===== config.mk =====
export PLATFORM = sky130hd
export DESIGN_NAME = dual_slope_adc_sequencer
export DESIGN_NICKNAME = d
export VERILOG_FILES = /design/src/adc_seq_pkg.sv /design/src/result_link_if.sv /design/src/cycle_counter.sv /design/src/digit_scanner.sv /design/src/dual_slope_adc_sequencer.sv
export SDC_FILE = /design/constraint.sdc
export NUM_CORES = 1
export LEC_CHECK = 0
export ABC_CLOCK_PERIOD_IN_PS = 10350
export BUFFER_PORTS_ARGS = -buffer_cell sky130_fd_sc_hd__buf_2
export CAP_MARGIN = 20
export CORE_MARGIN = 1
export CORE_UTILIZATION = 50
export CTS_CLUSTER_SIZE = 8
export DETAILED_ROUTE_END_ITERATION = 8
export PLACE_DENSITY_LB_ADDON = 0.25
export SLEW_MARGIN = 20
export SYNTH_ARGS = -nofsm -noshare
export SYNTH_HDL_FRONTEND = slang
export SYNTH_HIERARCHICAL = 1
export SYNTH_SLANG_ARGS = --single-unit
export TNS_END_PERCENT = 5

===== constraint.sdc =====
create_clock -name clock -period 10.35 [get_ports clock]
set_input_delay 1.035 -clock clock [delete_from_list [all_inputs] [get_ports clock]]
set_output_delay 1.035 -clock clock [all_outputs]
set_load 0.02 [all_outputs]

===== src/adc_seq_pkg.sv =====
package adc_seq_pkg;

    // ------------------------------------------------------------
    // conversion timing, in clock periods
    // ------------------------------------------------------------
    localparam int          CLOCK_PERIOD_NS     = 10;
    localparam int          TIMER_WIDTH         = 13;
    localparam logic [12:0] OFFSET_CHARGE_COUNT = 13'd4000;
    localparam logic [12:0] COMP_OFFSET_LIMIT   = 13'd800;
    localparam logic [12:0] RAMP_UP_COUNT       = 13'd4000;
    localparam logic [12:0] MEASURE_COUNT       = 13'd4000;

    // ------------------------------------------------------------
    // result coding
    // ------------------------------------------------------------
    localparam logic [11:0] FULL_SCALE          = 12'd1999;
    localparam logic [11:0] OVERRANGE_VALUE     = 12'd2000;
    localparam logic [11:0] UNDERRANGE_LIMIT    = 12'd180;
    localparam logic [11:0] HALF_DIGIT_WEIGHT   = 12'd1000;

    // ------------------------------------------------------------
    // display multiplexing
    // ------------------------------------------------------------
    localparam logic [6:0]  MUX_PERIOD          = 7'd80;
    localparam logic [6:0]  DIGIT_SLOT          = 7'd20;
    localparam logic [6:0]  BLANK_COUNT         = 7'd2;

    // ------------------------------------------------------------
    // register map (byte offsets) and fields
    // ------------------------------------------------------------
    localparam logic [7:0]  CONTROL_OFFSET      = 8'h00;
    localparam logic [7:0]  STATUS_OFFSET       = 8'h04;
    localparam logic [7:0]  RESULT_OFFSET       = 8'h08;
    localparam logic [7:0]  ZERO_OFFSET         = 8'h0c;
    localparam int          CTRL_RUN_BIT        = 0;
    localparam int          CTRL_UPDATE_BIT     = 1;
    localparam logic [1:0]  CONTROL_RESET       = 2'h1;
    localparam int          STAT_SEG_LSB        = 0;
    localparam int          STAT_POL_BIT        = 4;
    localparam int          STAT_OVER_BIT       = 5;
    localparam int          STAT_UNDER_BIT      = 6;
    localparam int          STAT_ARMED_BIT      = 7;

    // conversion segments in their fixed order
    typedef enum logic [2:0] {
        SEG_OFFSET_CHARGE,
        SEG_COMP_OFFSET,
        SEG_OFFSET_RECHARGE,
        SEG_RAMP_UP,
        SEG_RAMP_DOWN_ZERO,
        SEG_MEASURE
    } segment_type;

endpackage


===== src/result_link_if.sv =====
`timescale 1ns/1ps
`default_nettype none

// latched result handed from the sequencer to the digit scanner
interface result_link_if;
    logic [11:0] count;
    logic        positive;
    logic        overrange;
    logic        underrange;
    logic        restart;

    modport source (output count, output positive, output overrange,
                    output underrange, output restart);
    modport sink   (input count, input positive, input overrange,
                    input underrange, input restart);
endinterface

`default_nettype wire


===== src/cycle_counter.sv =====
`timescale 1ns/1ps
`default_nettype none

// free counter with synchronous clear, frozen while ce is low
module cycle_counter #(
    parameter int WIDTH = 13
) (
    input  wire logic             clock,
    input  wire logic             sys_rst,
    input  wire logic             ce,
    input  wire logic             clear,
    output logic      [WIDTH-1:0] count
);

    // ------------------------------------------------------------
    // counting
    // ------------------------------------------------------------
    always_ff @(posedge clock) begin
        if (sys_rst) begin
            count <= '0;
        end else if (ce) begin
            count <= clear ? '0 : count + 1'b1;
        end
    end

endmodule

`default_nettype wire


===== src/digit_scanner.sv =====
`timescale 1ns/1ps
`default_nettype none

module digit_scanner
    import adc_seq_pkg::*;
(
    input  wire logic       clock,
    input  wire logic       sys_rst,
    input  wire logic       ce,
    result_link_if.sink     link,
    output logic            digit_select_half,
    output logic            digit_select_hundreds,
    output logic            digit_select_tens,
    output logic            digit_select_units,
    output logic      [3:0] bcd_data
);

    logic [6:0]  scan;
    logic [1:0]  slot;
    logic        lit;
    logic        half_one;
    logic [3:0]  hundreds;
    logic [3:0]  tens;
    logic [3:0]  units;
    logic [11:0] low_part;
    logic [3:0]  msd_code;
    logic [3:0]  next_bcd;

    // ------------------------------------------------------------
    // scan position: four slots of 20 clocks, first two blanked
    // ------------------------------------------------------------
    assign slot     = 2'(scan / DIGIT_SLOT);
    assign lit      = (scan % DIGIT_SLOT) >= BLANK_COUNT; // see RQ18

    // ------------------------------------------------------------
    // decimal split of the latched count
    // ------------------------------------------------------------
    assign half_one = link.count >= HALF_DIGIT_WEIGHT;
    assign low_part = half_one ? 12'(link.count - HALF_DIGIT_WEIGHT) : link.count;
    assign hundreds = 4'(low_part / 12'd100);
    assign tens     = 4'((low_part / 12'd10) % 12'd10);
    assign units    = 4'(low_part % 12'd10);

    // most significant digit: half digit, polarity, range flags
    assign msd_code[3] = !(half_one || link.overrange);       // see RQ12
    assign msd_code[2] = link.positive;                        // see RQ13
    assign msd_code[1] = !half_one || link.overrange || link.underrange; // see RQ15
    assign msd_code[0] = link.overrange || link.underrange;    // see RQ14

    assign next_bcd = (slot == 2'd0) ? msd_code :
                      (slot == 2'd1) ? hundreds :
                      (slot == 2'd2) ? tens : units;

    // ------------------------------------------------------------
    // scan counter, restarted by end of conversion
    // ------------------------------------------------------------
    always_ff @(posedge clock) begin
        if (sys_rst) begin
            scan <= 7'h00;
        end else if (ce) begin
            if (link.restart || scan == MUX_PERIOD - 7'd1) begin // see RQ18
                scan <= 7'h00;
            end else begin
                scan <= scan + 7'd1;
            end
        end
    end

    // ------------------------------------------------------------
    // registered selects and bcd data
    // ------------------------------------------------------------
    always_ff @(posedge clock) begin
        if (sys_rst) begin
            digit_select_half     <= 1'b0;
            digit_select_hundreds <= 1'b0;
            digit_select_tens     <= 1'b0;
            digit_select_units    <= 1'b0;
            bcd_data              <= 4'h0;
        end else if (ce) begin
            digit_select_half     <= lit && slot == 2'd0; // see RQ18
            digit_select_hundreds <= lit && slot == 2'd1;
            digit_select_tens     <= lit && slot == 2'd2;
            digit_select_units    <= lit && slot == 2'd3;
            bcd_data              <= next_bcd;
        end
    end

endmodule

`default_nettype wire


===== src/dual_slope_adc_sequencer.sv =====
// Functional notes
// RQ1: six segments in fixed order, repeated for either polarity.
// RQ2: segment one shorts the integrator, charges offset capacitor, 4000 clocks.
// RQ3: segment two ends at comparator threshold, under 800 clocks.
// RQ4: segment two clock count is stored as comparator offset.
// RQ5: segment three repeats segment one, 4000 clocks.
// RQ6: segment four integrates input; switches follow previous polarity.
// RQ7: segment five ramps down on reference for the stored offset count.
// RQ8: segment six continues ramp-down 4000 clocks; result is counted there.
// RQ9: result is input over reference, ratio one giving 1999.
// RQ10: count above 1999 shows overrange: msd bit3 low, bit0 high.
// RQ11: count below 180 shows underrange: msd bit0 high, bit3 high.
// RQ12: msd bit3 is half digit, low for one, high for zero.
// RQ13: msd bit2 is polarity, high positive, low negative.
// RQ14: msd bit0 high flags out of range; bit3 tells which kind.
// RQ15: msd codes 1110,1010,1111,1011,0100,0000,0111,0011.
// RQ16: an external full-digit decoder blanks codes 1010 through 1111.
// RQ17: end of each conversion gives a half clock period pulse.
// RQ18: digit selects scan msd to lsd after end pulse, 2-clock blanking, clock/80.
// RQ19: results latch only if update rising edge came before ramp-down; an APB write with the update bit set also arms the latch.
// RQ20: segments advance on count expiry or comparator trip; trip captures result.
//
// The APB slave port and the register offsets were chosen for this implementation.
`timescale 1ns/1ps
`default_nettype none

module dual_slope_adc_sequencer
    import adc_seq_pkg::*;
(
    input  wire logic        clock,
    input  wire logic        sys_rst,
    input  wire logic        ce,
    // apb slave
    input  wire logic        psel,
    input  wire logic        penable,
    input  wire logic        pwrite,
    input  wire logic [7:0]  paddr,
    input  wire logic [31:0] pwdata,
    output logic      [31:0] prdata,
    output logic             pready,
    output logic             pslverr,
    // analog front end
    input  wire logic        comparator_in,
    input  wire logic        polarity_in,
    output logic             integrator_short,
    output logic             offset_charge,
    output logic             input_connect,
    output logic             reference_connect,
    output logic             input_invert,
    // display side
    input  wire logic        display_update_in,
    output logic             conversion_done_pulse,
    output logic             digit_select_half,
    output logic             digit_select_hundreds,
    output logic             digit_select_tens,
    output logic             digit_select_units,
    output logic      [3:0]  bcd_data
);

    segment_type  segment;
    segment_type  next_segment;
    logic [12:0]  timer;
    logic         timer_clear;
    logic [2:0]   sync_a;
    logic [2:0]   sync_b;
    logic [2:0]   sync_c;
    logic [2:0]   pin_level;
    logic         comp_trip;
    logic         pol_level;
    logic         update_level;
    logic         update_prev;
    logic         update_rise;
    logic [1:0]   control;
    logic         run;
    logic [9:0]   zero_count;
    logic         last_positive;
    logic         armed;
    logic         done;
    logic [11:0]  raw_count;
    logic         raw_over;
    logic [11:0]  shown_count;
    logic         shown_positive;
    logic         shown_over;
    logic         eoc;
    logic         apb_access;
    logic         apb_write;
    logic         sw_update;
    logic         addr_hit;
    logic [31:0]  status_word;
    logic [31:0]  next_prdata;
    logic [12:0]  zero_len;
    logic         seg_expired;

    result_link_if link ();

    // ------------------------------------------------------------
    // pin synchronisers: three stages, accepted when stages two and three agree
    // ------------------------------------------------------------
    always_ff @(posedge clock) begin
        if (sys_rst) begin
            sync_a    <= 3'h0;
            sync_b    <= 3'h0;
            sync_c    <= 3'h0;
            pin_level <= 3'h0;
        end else if (ce) begin
            sync_a    <= {display_update_in, polarity_in, comparator_in};
            sync_b    <= sync_a;
            sync_c    <= sync_b;
            pin_level <= (pin_level & (sync_b ^ sync_c)) | (sync_c & ~(sync_b ^ sync_c));
        end
    end

    assign comp_trip    = pin_level[0];
    assign pol_level    = pin_level[1];
    assign update_level = pin_level[2];
    assign update_rise  = update_level && !update_prev;

    // ------------------------------------------------------------
    // segment timer
    // ------------------------------------------------------------
    cycle_counter #(
        .WIDTH (TIMER_WIDTH)
    ) segment_timer (
        .clock   (clock),
        .sys_rst (sys_rst),
        .ce      (ce),
        .clear   (timer_clear),
        .count   (timer)
    );

    // ------------------------------------------------------------
    // segment sequencing
    // ------------------------------------------------------------
    assign run      = control[CTRL_RUN_BIT];
    assign zero_len = {3'b000, zero_count};
    assign done     = segment == SEG_MEASURE
                      && (comp_trip || timer == MEASURE_COUNT - 13'd1); // see RQ20

    always_comb begin
        next_segment = segment;
        seg_expired  = 1'b0;
        unique case (segment)
            SEG_OFFSET_CHARGE, SEG_OFFSET_RECHARGE: begin
                seg_expired = timer == OFFSET_CHARGE_COUNT - 13'd1; // see RQ2 see RQ5
            end
            SEG_COMP_OFFSET: begin
                seg_expired = comp_trip || timer == COMP_OFFSET_LIMIT - 13'd1; // see RQ3
            end
            SEG_RAMP_UP: begin
                seg_expired = timer == RAMP_UP_COUNT - 13'd1;
            end
            SEG_RAMP_DOWN_ZERO: begin
                seg_expired = 13'(timer + 13'd1) >= zero_len; // see RQ7
            end
            SEG_MEASURE: begin
                seg_expired = done; // see RQ8
            end
        endcase
        if (seg_expired) begin
            unique case (segment) // see RQ1
                SEG_OFFSET_CHARGE:   next_segment = SEG_COMP_OFFSET;
                SEG_COMP_OFFSET:     next_segment = SEG_OFFSET_RECHARGE;
                SEG_OFFSET_RECHARGE: next_segment = SEG_RAMP_UP;
                SEG_RAMP_UP:         next_segment = SEG_RAMP_DOWN_ZERO;
                SEG_RAMP_DOWN_ZERO:  next_segment = SEG_MEASURE;
                SEG_MEASURE:         next_segment = SEG_OFFSET_CHARGE;
            endcase
        end
        if (!run) begin
            next_segment = SEG_OFFSET_CHARGE;
        end
    end

    assign timer_clear = !run || seg_expired;

    always_ff @(posedge clock) begin
        if (sys_rst) begin
            segment <= SEG_OFFSET_CHARGE;
        end else if (ce) begin
            segment <= next_segment;
        end
    end

    // ------------------------------------------------------------
    // offset, polarity and result capture
    // ------------------------------------------------------------
    assign raw_count = comp_trip ? 12'(timer >> 1) : OVERRANGE_VALUE; // see RQ9
    assign raw_over  = raw_count > FULL_SCALE;                        // see RQ10

    always_ff @(posedge clock) begin
        if (sys_rst) begin
            zero_count    <= 10'h000;
            last_positive <= 1'b1;
        end else if (ce) begin
            if (segment == SEG_COMP_OFFSET && seg_expired) begin
                zero_count <= 10'(timer); // see RQ4
            end
            if (segment == SEG_RAMP_UP && seg_expired) begin
                last_positive <= pol_level;
            end
        end
    end

    // switch settings decoded from the segment register, input inversion from the latched polarity
    assign integrator_short  = run && (segment == SEG_OFFSET_CHARGE
                                       || segment == SEG_OFFSET_RECHARGE); // see RQ2
    assign offset_charge     = integrator_short; // see RQ5
    assign input_connect     = run && segment == SEG_RAMP_UP;
    assign input_invert      = !last_positive;   // see RQ6
    assign reference_connect = run && (segment == SEG_RAMP_DOWN_ZERO
                                       || segment == SEG_MEASURE);

    // ------------------------------------------------------------
    // display update arming and output latches
    // ------------------------------------------------------------
    always_ff @(posedge clock) begin
        if (sys_rst) begin
            update_prev <= 1'b0;
            armed       <= 1'b0;
        end else if (ce) begin
            update_prev <= update_level;
            if ((update_rise || sw_update) && segment <= SEG_RAMP_UP) begin
                armed <= 1'b1; // see RQ19
            end else if (done) begin
                armed <= 1'b0;
            end
        end
    end

    always_ff @(posedge clock) begin
        if (sys_rst) begin
            shown_count    <= 12'h000;
            shown_positive <= 1'b1;
            shown_over     <= 1'b0;
            eoc            <= 1'b0;
        end else if (ce) begin
            eoc <= done;
            if (done && armed) begin // see RQ19
                shown_count    <= raw_count;
                shown_positive <= last_positive;
                shown_over     <= raw_over;
            end
        end
    end

    // end pulse spans the first half of the clock period
    assign conversion_done_pulse = eoc && clock; // see RQ17

    assign link.count      = shown_count;
    assign link.positive   = shown_positive;
    assign link.overrange  = shown_over;
    assign link.underrange = shown_count < UNDERRANGE_LIMIT; // see RQ11
    assign link.restart    = eoc;

    digit_scanner scanner (
        .clock                 (clock),
        .sys_rst               (sys_rst),
        .ce                    (ce),
        .link                  (link.sink),
        .digit_select_half     (digit_select_half),
        .digit_select_hundreds (digit_select_hundreds),
        .digit_select_tens     (digit_select_tens),
        .digit_select_units    (digit_select_units),
        .bcd_data              (bcd_data)
    );

    // ------------------------------------------------------------
    // apb register slave, zero wait states
    // ------------------------------------------------------------
    assign apb_access = psel && penable;
    assign apb_write  = apb_access && pwrite && paddr == CONTROL_OFFSET;
    assign sw_update  = apb_write && pwdata[CTRL_UPDATE_BIT];
    assign addr_hit   = paddr == CONTROL_OFFSET || paddr == STATUS_OFFSET
                        || paddr == RESULT_OFFSET || paddr == ZERO_OFFSET;
    assign pready     = 1'b1;
    assign pslverr    = apb_access && !addr_hit;

    assign status_word = {24'h0, armed, link.underrange, shown_over,
                          shown_positive, 1'b0, segment};

    assign next_prdata = (paddr == CONTROL_OFFSET) ? {31'h0, control[CTRL_RUN_BIT]} :
                         (paddr == STATUS_OFFSET)  ? status_word :
                         (paddr == RESULT_OFFSET)  ? {20'h0, shown_count} :
                         (paddr == ZERO_OFFSET)    ? {22'h0, zero_count} :
                                                     32'h00000000;

    always_ff @(posedge clock) begin
        if (sys_rst) begin
            control <= CONTROL_RESET;
            prdata  <= 32'h00000000;
        end else if (ce) begin
            if (apb_write) begin
                control <= {1'b0, pwdata[CTRL_RUN_BIT]};
            end
            if (psel && !penable && !pwrite) begin
                prdata <= next_prdata;
            end
        end
    end

endmodule

`default_nettype wire


* After elaboration in Yosys (flattened, before gate mapping) *
Index checks and enable logic that the tools add are counted.

cells by class
  add/sub/neg operators = 3
  div/mod/pow operators = 6
  order comparisons = 6
  eq/ne operators = 15
  muxes and demuxes = 17
  bitwise logic cells = 5
  reductions and logical operators = 55

operators by type and width
  kind                                                             number
  2-to-1 mux 12 bit                                                5
  remainder unit 12 x 4 -> 12 bit, second input constant           2
  logical AND 1 bit                                                21
  case mux 3 bit (6 select lines)                                  1
  == test 8 x 4 -> 1 bit, second input constant                    2
  logical OR 1 bit                                                 14
  AND reduction 2 bit                                              7
  adder 13 x 1 -> 13 bit, second input constant                    1
  == test 13 x 10 -> 1 bit, second input constant                  1
  == test 13 x 12 -> 1 bit, second input constant                  1
  >= comparator 13 x 10 -> 1 bit                                   1
  2-to-1 mux 13 bit                                                1
  divider 12 x 4 -> 12 bit, second input constant                  1
  divider 12 x 7 -> 12 bit, second input constant                  1
  >= comparator 12 x 10 -> 1 bit, second input constant            1
  greater-than comparator 12 x 11 -> 1 bit, second input constant  1
  < comparator 12 x 8 -> 1 bit, second input constant              1
  2-to-1 mux 4 bit                                                 3
  subtractor 12 x 10 -> 12 bit, second input constant              1
  2-to-1 mux 10 bit                                                1
  == test 8 x 3 -> 1 bit, second input constant                    1
  zero test 1 bit                                                  8
  zero test 8 bit                                                  1
  adder 7 x 1 -> 7 bit, second input constant                      1
  other kinds (23)                                                 29

word-level totals
  register bits after elaboration = 104
  output and inout port bits = 48

* Logic depth before layout (Yosys ltp) *
Gate-level depths: netlist of the first run.

  depth in word-level cells = 8
  gate-level depth with buffers = 29

* Cells and area by module *
Netlist of the first run, hierarchy kept.

modules (own cells, without submodules)
  module                    instances  cells an instance  area an instance (um^2)  seq. area each (um^2)
  digit_scanner             1          685                4,824.6                  300.3
  dual_slope_adc_sequencer  1          406                3,234.4                  1,121.1
  cycle_counter             1          68                 614.3                    260.2

==> run_results.csv, run 1 <==
group,metric,value,unit
status,outcome,"complete, no violations",
setup_path,cp_slowest_cell,"nor2_1",
place,portBuffers,45,
floorplanning,dieArea,17900,sq um
yosys,syn_avg_cell_area,7.48,sq um
yosys,synth_cell_types,112,
timing,fin_skew,0.00808,ns
timing,final_max_slew_viol_count,0,
global_route,grt_use_met2,44.3,%
setup_path,cp.arrival,7.52,ns
timing,hold_viol,0,
yosys,yosysSeqAreaShare,19.4,%
timing,setup_violations,0,
timing,tns,0,ns
routing,dr.pass1.iters,6,
routing,drt.antenna.violating_nets,0,
timing,finalCritPeriodShare,69.2,%
yosys,synth_edf_count,0,
yosys,ys_warn_count,6,
routing,drc_errors,0,
global_route,top_usage_layer,"met2",
finish,fin_nets,1222,
floorplanning,pin_count,97,
routing,drt_iter0_drc,723,
clocking,cts_hold_buf,0,
floorplanning,rows,47,
routing,wl,24.1,mm
global_route,grt_pass1_wl,39.9,mm
yosys,synth.cell_area,8670,sq um
routing,viasPerCell,6.45,
global_route,antenna_found_initial,0,
setup_path,start_kind,"flop",
floorplanning,die_w,134,microns
global_route,grt_max_degree,65,
timing,min_period,7.17,ns
clocking,clk_pin_slew_worst_paths,0.07,ns
place,place_congestion,0.949,
setup_path,cp_cell_sequence,"nor2_1, or3_1, nand2_1, maj3_1, a211oi_1, o21a_1, nand2_1, o32a_1, o31ai_1, a21oi_1, mux2i_1, a21oi_1, a31oi_1, ha_1, inv_1, or4_1, and4_1, nor3_2, o211ai_2, or4_1, a311oi_1",
place,place_hpwl,17.2,mm
floorplanning,core-area,16800,sq um
global_route,grt_overflow_total,0,
min_path,hp-class,"flop to flop",
routing,vias,8873,
finish,most-common-layout-cells,"126 x nor2_1, 95 x nand2_1, 84 x dfxtp_1",
setup_path,slowest_delay,0.75,ns
clocking,cts_setup_buffers,0,
pwr,fin_total_pwr,0.000761,W
finish,final_common_cell,"nor2_1",
finish,post-route-util,54.5,%
setup_path,crit_buf_inv,1,
yosys,synth_cells,1159,
setup_path,path_max_fanout,30,
place,post-place-ws,3.29,ns
finish,diodes,0,
pwr,p_leak,3.39,nW
timing,final.setup.worst_slack,3.18,ns
routing,wl_per_cell,17.5,microns
finish,layout-drive-gt1-share,13.6,%
floorplanning,fp.dieH,134,microns
setup_path,worstSetupPathType,"flop to flop",
setup_path,critical_path_required,10.71,ns
setup_path,path_delay_family,"simple AND/OR/NAND/NOR gates",
timing,fmax,140,MHz
yosys,synth_flop_cell,"dfxtp_1",
setup_path,cp.depth,21,
floorplanning,start_util,51.8,%
global_route,globalRouteMet1Util,35.7,%
global_route,gr-usage-met3,4.38,%
pwr,powerDensity,83.4,nW/um^2
global_route,grt_pass1_vias,8039,
yosys,ys_async_sr_fraction,0,%
clocking,cts-resized-gates,0,
flow_run,max_cap_violations,0,
timing,worst_hold_slack,0.457,ns
global_route,grt_usage,27.0,%
min_path,holdPathStages,2,
clocking,cts_tree,"done",
setup_path,ff2ff_path_depth,21,
yosys,yosys_register_bits,84,
timing,max_slew_margin,28.7,%
setup_path,setup.worst_path.end_class,"flop",
pwr,ir_worst_vdd,0.0000847,V
finish,fillers,1659,
finish,syn_to_final_growth,5.27,%
clocking,clk-insertion-delay-late,0.46,ns
timing,worst_pin_slew,1.06,ns
timing,grt_setup_unrepaired,"false",
-- layer usage --
| metal | part of all wire [%] | routed length, microns | vias up |
|---|---|---|---|
| li1 | - | - | 4339 |
| met2 | 47 | 11400 | 303 |
| met4 | 2.3 | 561 | 0 |
| met3 | 4.7 | 1140 | 48 |
| met5 | 0 | 0 | - |
| met1 | 46 | 11000 | 4183 |
-- stage by stage --
step                instances  cell area (sq um)
CTS                      1376               9130
global route             1376               9130
floorplan                1178               8740
global placement         1358               8760
finish                   1376               9130
detailed placement       1358               8760
-- logic make-up after synthesis --
logic type	after synthesis	synth area share (%)
and+or+nand+nor	453	26.8
AOI/OAI and AO/OA	383	33.5
buffers and inverters	137	8.32
DFF	84	19.4
muxes	39	4.70
xor gates and xnor gates	37	3.82
adders and majority gates	24	3.38
other	2	0.0866
-- path summary, 6_finish.rpt --
| path | slack [ns] | from | endpoint |
|---|---|---|---|
| max | 3.18 | link.count[10] | scanner/bcd_data[1] |
| min reg2reg | 0.46 | sync_c[1] | flop |
| min | 0.46 | sync_c[1] | flop |
| max reg2reg | 3.18 | link.count[10] | scanner/bcd_data[1] |
-- power breakdown --
| part | switching, W | internal [W] | total, W |
|---|---|---|---|
| logic | 0.0000319 | 0.0000158 | 0.0000476 |
| registers | 0.00000569 | 0.000328 | 0.000333 |
| clock network | 0.000143 | 0.000237 | 0.000380 |
| total | 0.000181 | 0.000580 | 0.000761 |
-- area by class of cell --
cell class / instances / area, sq um / share of cell area, %
multi-input combinational: 957 / 6340 / 69.5
sequential: 84 / 1680 / 18.4
clock buffer: 13 / 305 / 3.34
timing repair buffer: 54 / 295 / 3.23
tap: 220 / 275 / 3.01
inverter: 42 / 158 / 1.73
clock inverter: 6 / 71.3 / 0.781
-- worst register-to-register path: stages (launching register included) --
cell      delay, ns
dfxtp_1        0.51
nor2_1         0.75
or3_1          0.29
nand2_1        0.62
maj3_1         0.63
a211oi_1       0.31
o21a_1         0.49
nand2_1        0.14
o32a_1         0.35
o31ai_1        0.06
a21oi_1        0.11
mux2i_1        0.23
a21oi_1        0.15
a31oi_1        0.25
ha_1           0.25
inv_1          0.07
or4_1          0.57
and4_1         0.26
nor3_2         0.21
o211ai_2       0.14
or4_1          0.41
a311oi_1       0.29
-- sequential cells by signal, indices dropped and copies added, names as in the netlist, 3 cells and up, named ones only --
name                 count
scanner/bcd_data         4
prdata                  12
sync_a                   3
zero_count              10
sync_c                   3
segment                  3
scanner/scan             7
link.count              12
sync_b                   3
segment_timer/count     13
-- synth_stat cells, types with 5 or more instances --
library cell	instances	area share, %
o22ai_1	14	1.0
a32oi_1	6	0.61
and2_1	9	0.65
a21oi_1	69	4.0
a211o_1	5	0.50
nor2_2	5	0.36
a21o_1	6	0.52
buf_2	24	1.4
nand4_1	18	1.3
a22oi_1	14	1.2
nor2_1	127	5.5
xor2_1	10	1.0
o211ai_1	16	1.4
and3_1	12	0.87
nor2b_1	14	1.0
buf_4	32	2.8
nor4_1	18	1.3
o221ai_1	7	0.71
o21a_1	8	0.69
clkbuf_1	30	1.3
nor3_2	5	0.58
ha_1	21	3.0
or3_1	13	0.94
o21ai_0	54	3.1
nand2_1	95	4.1
nand2_2	7	0.50
inv_1	42	1.8
o21ai_1	13	0.75
xnor2_1	26	2.6
a221oi_1	9	0.91
a211oi_2	5	0.72
a311oi_1	12	1.2
a31oi_1	25	1.8
dfxtp_1	84	19
or4_1	12	1.0
buf_6	7	0.91
o31ai_1	18	1.6
a211oi_1	21	1.8
mux2i_1	34	3.9
nand2b_1	10	0.72
o2111ai_1	5	0.50
nand3_1	46	2.7
nor3_1	33	1.9
(Power assumes the default switching activity.)
==> run 2: changes to the inputs <==
- ABC_AREA: default -> 1
- ABC_CLOCK_PERIOD_IN_PS: 10350 -> 7450
- clock period: 10.35 -> 7.45 ns (I/O delays scaled with it)
==> run 2 against run 1 <==
Compared with the run above:
- register-to-register slack got worse by 1.1 ns
- critical endpoint is now scanner/bcd_data[3]
- sequential share of layout area increased by 2.8 points
- combinational power increased to 3.2 times the previous value
- first-iteration DRC count decreased by 35%
- cell count decreased by 0.44%
- count of clock-buffer cells in the layout unchanged
- worst setup slack got worse by 1.1 ns
- non-clock buffer count decreased by 8
- clock power increased by 42%
- worst hold slack improved by 0.0045 ns
- cell area decreased by 13%
==> run_results.csv, run 2 <==
group,metric,value,unit
timing,hold_viol,0,
routing,vias,7132,
clocking,cts_hold_buf,0,
yosys,synth_cells,1151,
yosys,synth.cell_area,7330,sq um
global_route,grt_overflow_total,0,
place,place_hpwl,12.9,mm
finish,largestRegisters,"segment_timer/count: 13 flops, link.count: 12 flops, prdata: 12 flops",
global_route,antenna_found_initial,0,
place,portBuffers,45,
clocking,cts-resized-gates,0,
timing,tns,0,ns
floorplanning,start_util,52.0,%
routing,dr.pass1.iters,5,
finish,fin_nets,1255,
clocking,clk-insertion-delay-late,0.46,ns
floorplanning,dieArea,15100,sq um
setup_path,slowest_delay,0.41,ns
yosys,netlist.top_cell.by_area,"dfxtp_1",
setup_path,crit_top_cell,"nand2_1",
routing,viasPerCell,5.21,
timing,worst_hold_slack,0.461,ns
yosys,ys_async_sr_fraction,0,%
clocking,cts_setup_buffers,0,
finish,most-common-layout-cells,"284 x nand2_1, 136 x inv_1, 105 x nand3_1",
setup_path,setup.worst_path.end_class,"flop",
yosys,ys_top_cells_by_area,"dfxtp_1 23%, nand2_1 15%, nand3_1 7.2%",
floorplanning,fp.dieH,123,microns
timing,min_period,5.38,ns
global_route,grt_max_degree,43,
setup_path,start_kind,"flop",
routing,wl_per_cell,12.3,microns
status,outcome,"complete, no violations",
pwr,ir_worst_vdd,0.000141,V
setup_path,cp.arrival,5.78,ns
yosys,synth_flop_cell,"dfxtp_1",
floorplanning,pin_count,97,
finish,largest-register,"segment_timer/count",
setup_path,critical_path_required,7.84,ns
yosys,yosysMostFrequentCell,"nand2_1",
pwr,powerDensity,148,nW/um^2
floorplanning,core-area,14100,sq um
floorplanning,die_w,123,microns
pwr,p_leak,3.90,nW
floorplanning,rows,43,
timing,finalCritPeriodShare,72.2,%
flow_run,max_cap_violations,0,
finish,largest_register_ffs,13,
timing,fmax,186,MHz
global_route,grt_pass1_vias,6423,
yosys,yosysSeqAreaShare,22.9,%
finish,layout-drive-gt1-share,18.8,%
routing,drt.antenna.violating_nets,0,
timing,fin_skew,0.0140,ns
yosys,yosys_register_bits,84,
clocking,clk_pin_slew_worst_paths,0.07,ns
setup_path,path_max_fanout,20,
finish,post-route-util,56.2,%
finish,diodes,0,
yosys,ys_warn_count,6,
finish,syn_to_final_growth,8.04,%
setup_path,cp_slowest_cell,"dfxtp_1",
timing,max_slew_margin,47.7,%
yosys,synthTopCellsByCount,"284 x nand2_1, 136 x inv_1, 105 x nand3_1",
yosys,synth_cell_types,59,
timing,final.setup.worst_slack,2.07,ns
place,place_congestion,0.843,
timing,setup_violations,0,
yosys,netlist.area_leader.share,22.9,%
timing,final_max_slew_viol_count,0,
yosys,synth_edf_count,0,
global_route,grt_usage,23.2,%
routing,drt_iter0_drc,471,
finish,final_common_cell,"nand2_1",
timing,grt_setup_unrepaired,"false",
setup_path,worstSetupPathType,"flop to flop",
routing,drc_errors,0,
global_route,grt_pass1_wl,28.4,mm
routing,wl,16.9,mm
yosys,syn_avg_cell_area,6.37,sq um
min_path,hp-class,"flop to flop",
place,post-place-ws,2.08,ns
timing,worst_pin_slew,0.782,ns
clocking,cts_tree,"done",
## run 2: logic make-up (layout without fill, tap and decap cells)
| group | count (synthesis) | count (layout) | synth area share [%] |
|---|---|---|---|
| other | 2 | 21 | 0.102 |
| AOI/OAI and AO/OA | 174 | 174 | 14.4 |
| xor gates and xnor gates | 24 | 24 | 3.48 |
| DFF | 84 | 84 | 22.9 |
| adders and majority gates | 21 | 21 | 3.58 |
| and+or+nand+nor | 635 | 635 | 42.5 |
| buffers and inverters | 211 | 231 | 13.0 |
## run 2: path summary, 6_finish.rpt
path | from | endpoint | slack (ns) | cells past startpoint
setup reg to reg | scanner/scan[4] | scanner/bcd_data[3] | 2.07 | 48
hold / removal | zero_count[8] | zero_count[8] | 0.46 | 2
setup / recovery | scanner/scan[4] | scanner/bcd_data[3] | 2.07 | 48
hold reg to reg | zero_count[8] | zero_count[8] | 0.46 | 2
## run 2: cell type report
| type | count | area [sq um] |
|---|---|---|
| fill | 1384 | 6180 |
| multi-input combinational | 875 | 4760 |
| clock inverter | 8 | 83.8 |
| timing repair buffer | 46 | 235 |
| tap | 180 | 225 |
| sequential | 84 | 1680 |
| inverter | 164 | 623 |
| clock buffer | 13 | 305 |
## run 2: worst max-delay path, delay by kind of cell, from the launching register on
family / cells / cell delay [ns]
AOI/OAI and AO/OA: 1 / 0.11
adders and majority gates: 2 / 0.42
buffers and inverters: 3 / 0.20
and+or+nand+nor: 42 / 4.16
DFF: 1 / 0.41
## run 2: power by group
group          internal, W  switching (W)  total, W
clock             0.000333       0.000206  0.000539
combinational    0.0000501       0.000103  0.000153
sequential        0.000461      0.0000189  0.000480
## run 2: per-stage QoR
step	power (W)	area (sq um)	instances
after floorplan	0.000614	7400	1170
after global placement	0.000638	7540	1351
after detailed placement	0.000641	7540	1351
after CTS	0.00118	7920	1370
after global routing	0.00123	7920	1370
final	0.00117	7920	1370
## run 2: routing by layer
metal	up-vias	GRT usage, %	wire, microns
met4	0	8.66	391
met1	3200	29.0	7900
met5	-	0	0
li1	3760	-	-
met2	149	40.2	8000
met3	23	3.60	607
==> run 3: changes to the inputs <==
- ABC_AREA: 1 -> 0
- ABC_CLOCK_PERIOD_IN_PS: 7450 -> 4730
- clock period: 7.45 -> 4.73 ns (I/O delays scaled with it)
==> run 3 against run 2 <==
Compared with the run above:
- the flow now finishes with violations (setup timing)
- core utilization up 15 points
- largest cell class unchanged
- sequential power up 51%
- largest power group unchanged
- cell area up 52%
- power up 40%
- count of clock-buffer cells in the layout unchanged
- cell count up 21%
- sequential cell count unchanged
- die area up 18%
- clock power up 49%
- worst hold slack worse by 0.20 ns
- wire length up 83%
==> run_results.csv, run 3 (same netlist as run 1, synthesis figures left out) <==
group,metric,value,unit
setup_path,slowest_delay,0.39,ns
pwr,p_int,0.00122,W
finish,final_common_cell,"buf_4",
floorplanning,die_w,134,microns
pwr,switching_share,25.4,%
routing,wl_per_cell,18.6,microns
timing,final.setup.worst_slack,-0.843,ns
finish,fillers,1300,
timing,worst_pin_slew,0.683,ns
finish,largest_register_ffs,13,
global_route,grt_pass1_wl,48.1,mm
place,place_congestion,1.02,
clocking,clk-insertion-delay-late,0.46,ns
pwr,p_leak,4.92,nW
clocking,clk_pin_slew_worst_paths,0.07,ns
pwr,p_comb_share,6.5,%
finish,most-common-layout-cells,"281 x buf_4, 120 x nor2_1, 93 x nand2_1",
timing,fin_skew,0.0125,ns
global_route,grt_pass1_vias,9408,
routing,wl,30.8,mm
finish,post-route-util,71.7,%
routing,dr.pass1.iters,6,
place,portBuffers,45,
setup_path,critical_path_required,5.10,ns
setup_path,path_max_fanout,6,
global_route,grt_max_degree,47,
routing,drt.antenna.violating_nets,0,
pwr,powerDensity,136,nW/um^2
global_route,antenna_found_initial,0,
timing,grt_setup_unrepaired,"true",
setup_path,rr_startpoint,"link.count[4]",
place,place_hpwl,22.6,mm
floorplanning,dieArea,17900,sq um
flow_run,max_cap_violations,0,
status,violations,"setup timing",
min_path,hp-class,"primary input to flop",
finish,largestRegisters,"segment_timer/count: 13 flops, link.count: 12 flops, prdata: 12 flops",
setup_path,cp_slowest_cell,"dfxtp_4",
setup_path,worstSetupPathType,"flop to flop",
pwr,power.share.sequential,44.4,%
timing,max_slew_margin,54.1,%
timing,worst_hold_slack,0.260,ns
pwr,p_clk_share,49.0,%
pwr,fin_total_pwr,0.00164,W
global_route,grt_usage,33.0,%
global_route,grt_overflow_total,0,
setup_path,start_kind,"flop",
pwr,ir_worst_vdd,0.000154,V
floorplanning,fp.dieH,134,microns
setup_path,cp.arrival,5.94,ns
routing,viasPerCell,6.27,
timing,min_period,5.57,ns
pwr,switching_power,0.000416,W
finish,layout-drive-gt1-share,36.5,%
finish,largest-register,"segment_timer/count",
floorplanning,rows,47,
finish,syn_to_final_growth,38.5,%
timing,finalCritPeriodShare,118,%
timing,tns,-2.36,ns
floorplanning,core-area,16800,sq um
floorplanning,pin_count,97,
setup_path,crit_buf_inv,7,
setup_path,crit_start,"link.count[4]",
clocking,cts_tree,"done",
routing,vias,10406,
routing,drt_iter0_drc,780,
setup_path,setup.worst_path.end_class,"flop",
floorplanning,start_util,51.8,%
status,outcome,"finished with violations",
finish,multi_input_area,7000,sq um
timing,setup_violations,3,
finish,diodes,0,
timing,hold_viol,0,
timing,final_max_slew_viol_count,0,
setup_path,crit_top_cell,"buf_4",
clocking,cts_hold_buf,0,
timing,fmax,179,MHz
routing,drc_errors,0,
setup_path,path_delay_family,"compound AO/OA/AOI/OAI gates",
finish,fin_nets,1505,
finish,regArea,1690,sq um
min_path,hold_start,"display_update_in",
==> run 3: cell types whose count changed in the layout (fill, tap and decap cells not counted), sizes merged, moves of 17 or more <==
cell | previous run | this run
inv | 167 | 45
nor4 | 2 | 21
nor3 | 9 | 38
buf | 47 | 337
a31oi | 2 | 26
nand3 | 125 | 49
nor2 | 111 | 134
xnor2 | 2 | 27
nand2 | 348 | 102
a211oi | 7 | 28
mux2i | 0 | 34
o211ai | 3 | 20
o31ai | 1 | 19
==> run 3: worst register-to-register path, delay by kind of cell, from the launching register on <==
kind	cells	cell delay, ns
multiplexers	1	0.35
flip-flops	1	0.39
AO/OA/AOI/OAI	10	2.08
buffers and inverters	7	0.97
adder cells (fa/ha/maj)	3	0.70
AND/OR/NAND/NOR	6	0.84
XOR/XNOR	1	0.16
==> run 3: through the flow <==
step	setup WS [ns]	instance area, sq um	std cells
finish	-0.843	12000	1660
global route	-1.07	12000	1660
CTS	-0.799	11300	1633
detailed placement	-0.924	10700	1604
global placement	-0.733	10700	1604
floorplan	-0.716	8840	1178
==> run 3: power by group through the flow <==
stage / sequential, W / combinational, W / clock [W]
after floorplan: 0.000745 / 0.0000904 / 0.000000000636
after global placement: 0.000744 / 0.000103 / 0.000000000642
after detailed placement: 0.000744 / 0.000105 / 0.000000000642
after CTS: 0.000727 / 0.000106 / 0.000808
final: 0.000727 / 0.000107 / 0.000803
after global routing: 0.000728 / 0.000118 / 0.000836
==> run 3: routing by layer <==
layer  GRT usage [%]  share of wire, %  up-vias
li1                -                 -     4926
met1            42.4                42     4920
met2            56.0                48      457
met3            4.03               6.3      103
met4            12.8               3.9        0
met5               0                 0        -
==> run 3: what timing repair did <==
item	4_1_cts	5_1_grt
gates cloned	0	1
endpoints found under the hold margin	0	0
resized for setup	21	96
pin swaps	10	45
setup endpoints to repair	4	4
setup buffers	10	26
==> run 3: worst paths after layout <==
path | end | slack, ns | cells after the start
max | scanner/bcd_data[2] | -0.84 | 28
min | sync_a[2] | 0.26 | 3
max reg2reg | scanner/bcd_data[2] | -0.84 | 28
min reg2reg | flop | 0.46 | 2
==> run 3: cell type report <==
| type | count | share of cell area [%] |
|---|---|---|
| Timing Repair Buffer | 337 | 21.0 |
| Sequential cell | 84 | 14.1 |
| Inverter | 42 | 1.31 |
| Clock inverter | 7 | 0.479 |
| Tap cell | 220 | 2.29 |
| Multi-Input combinational cell | 957 | 58.3 |
| Clock buffer | 13 | 2.54 |
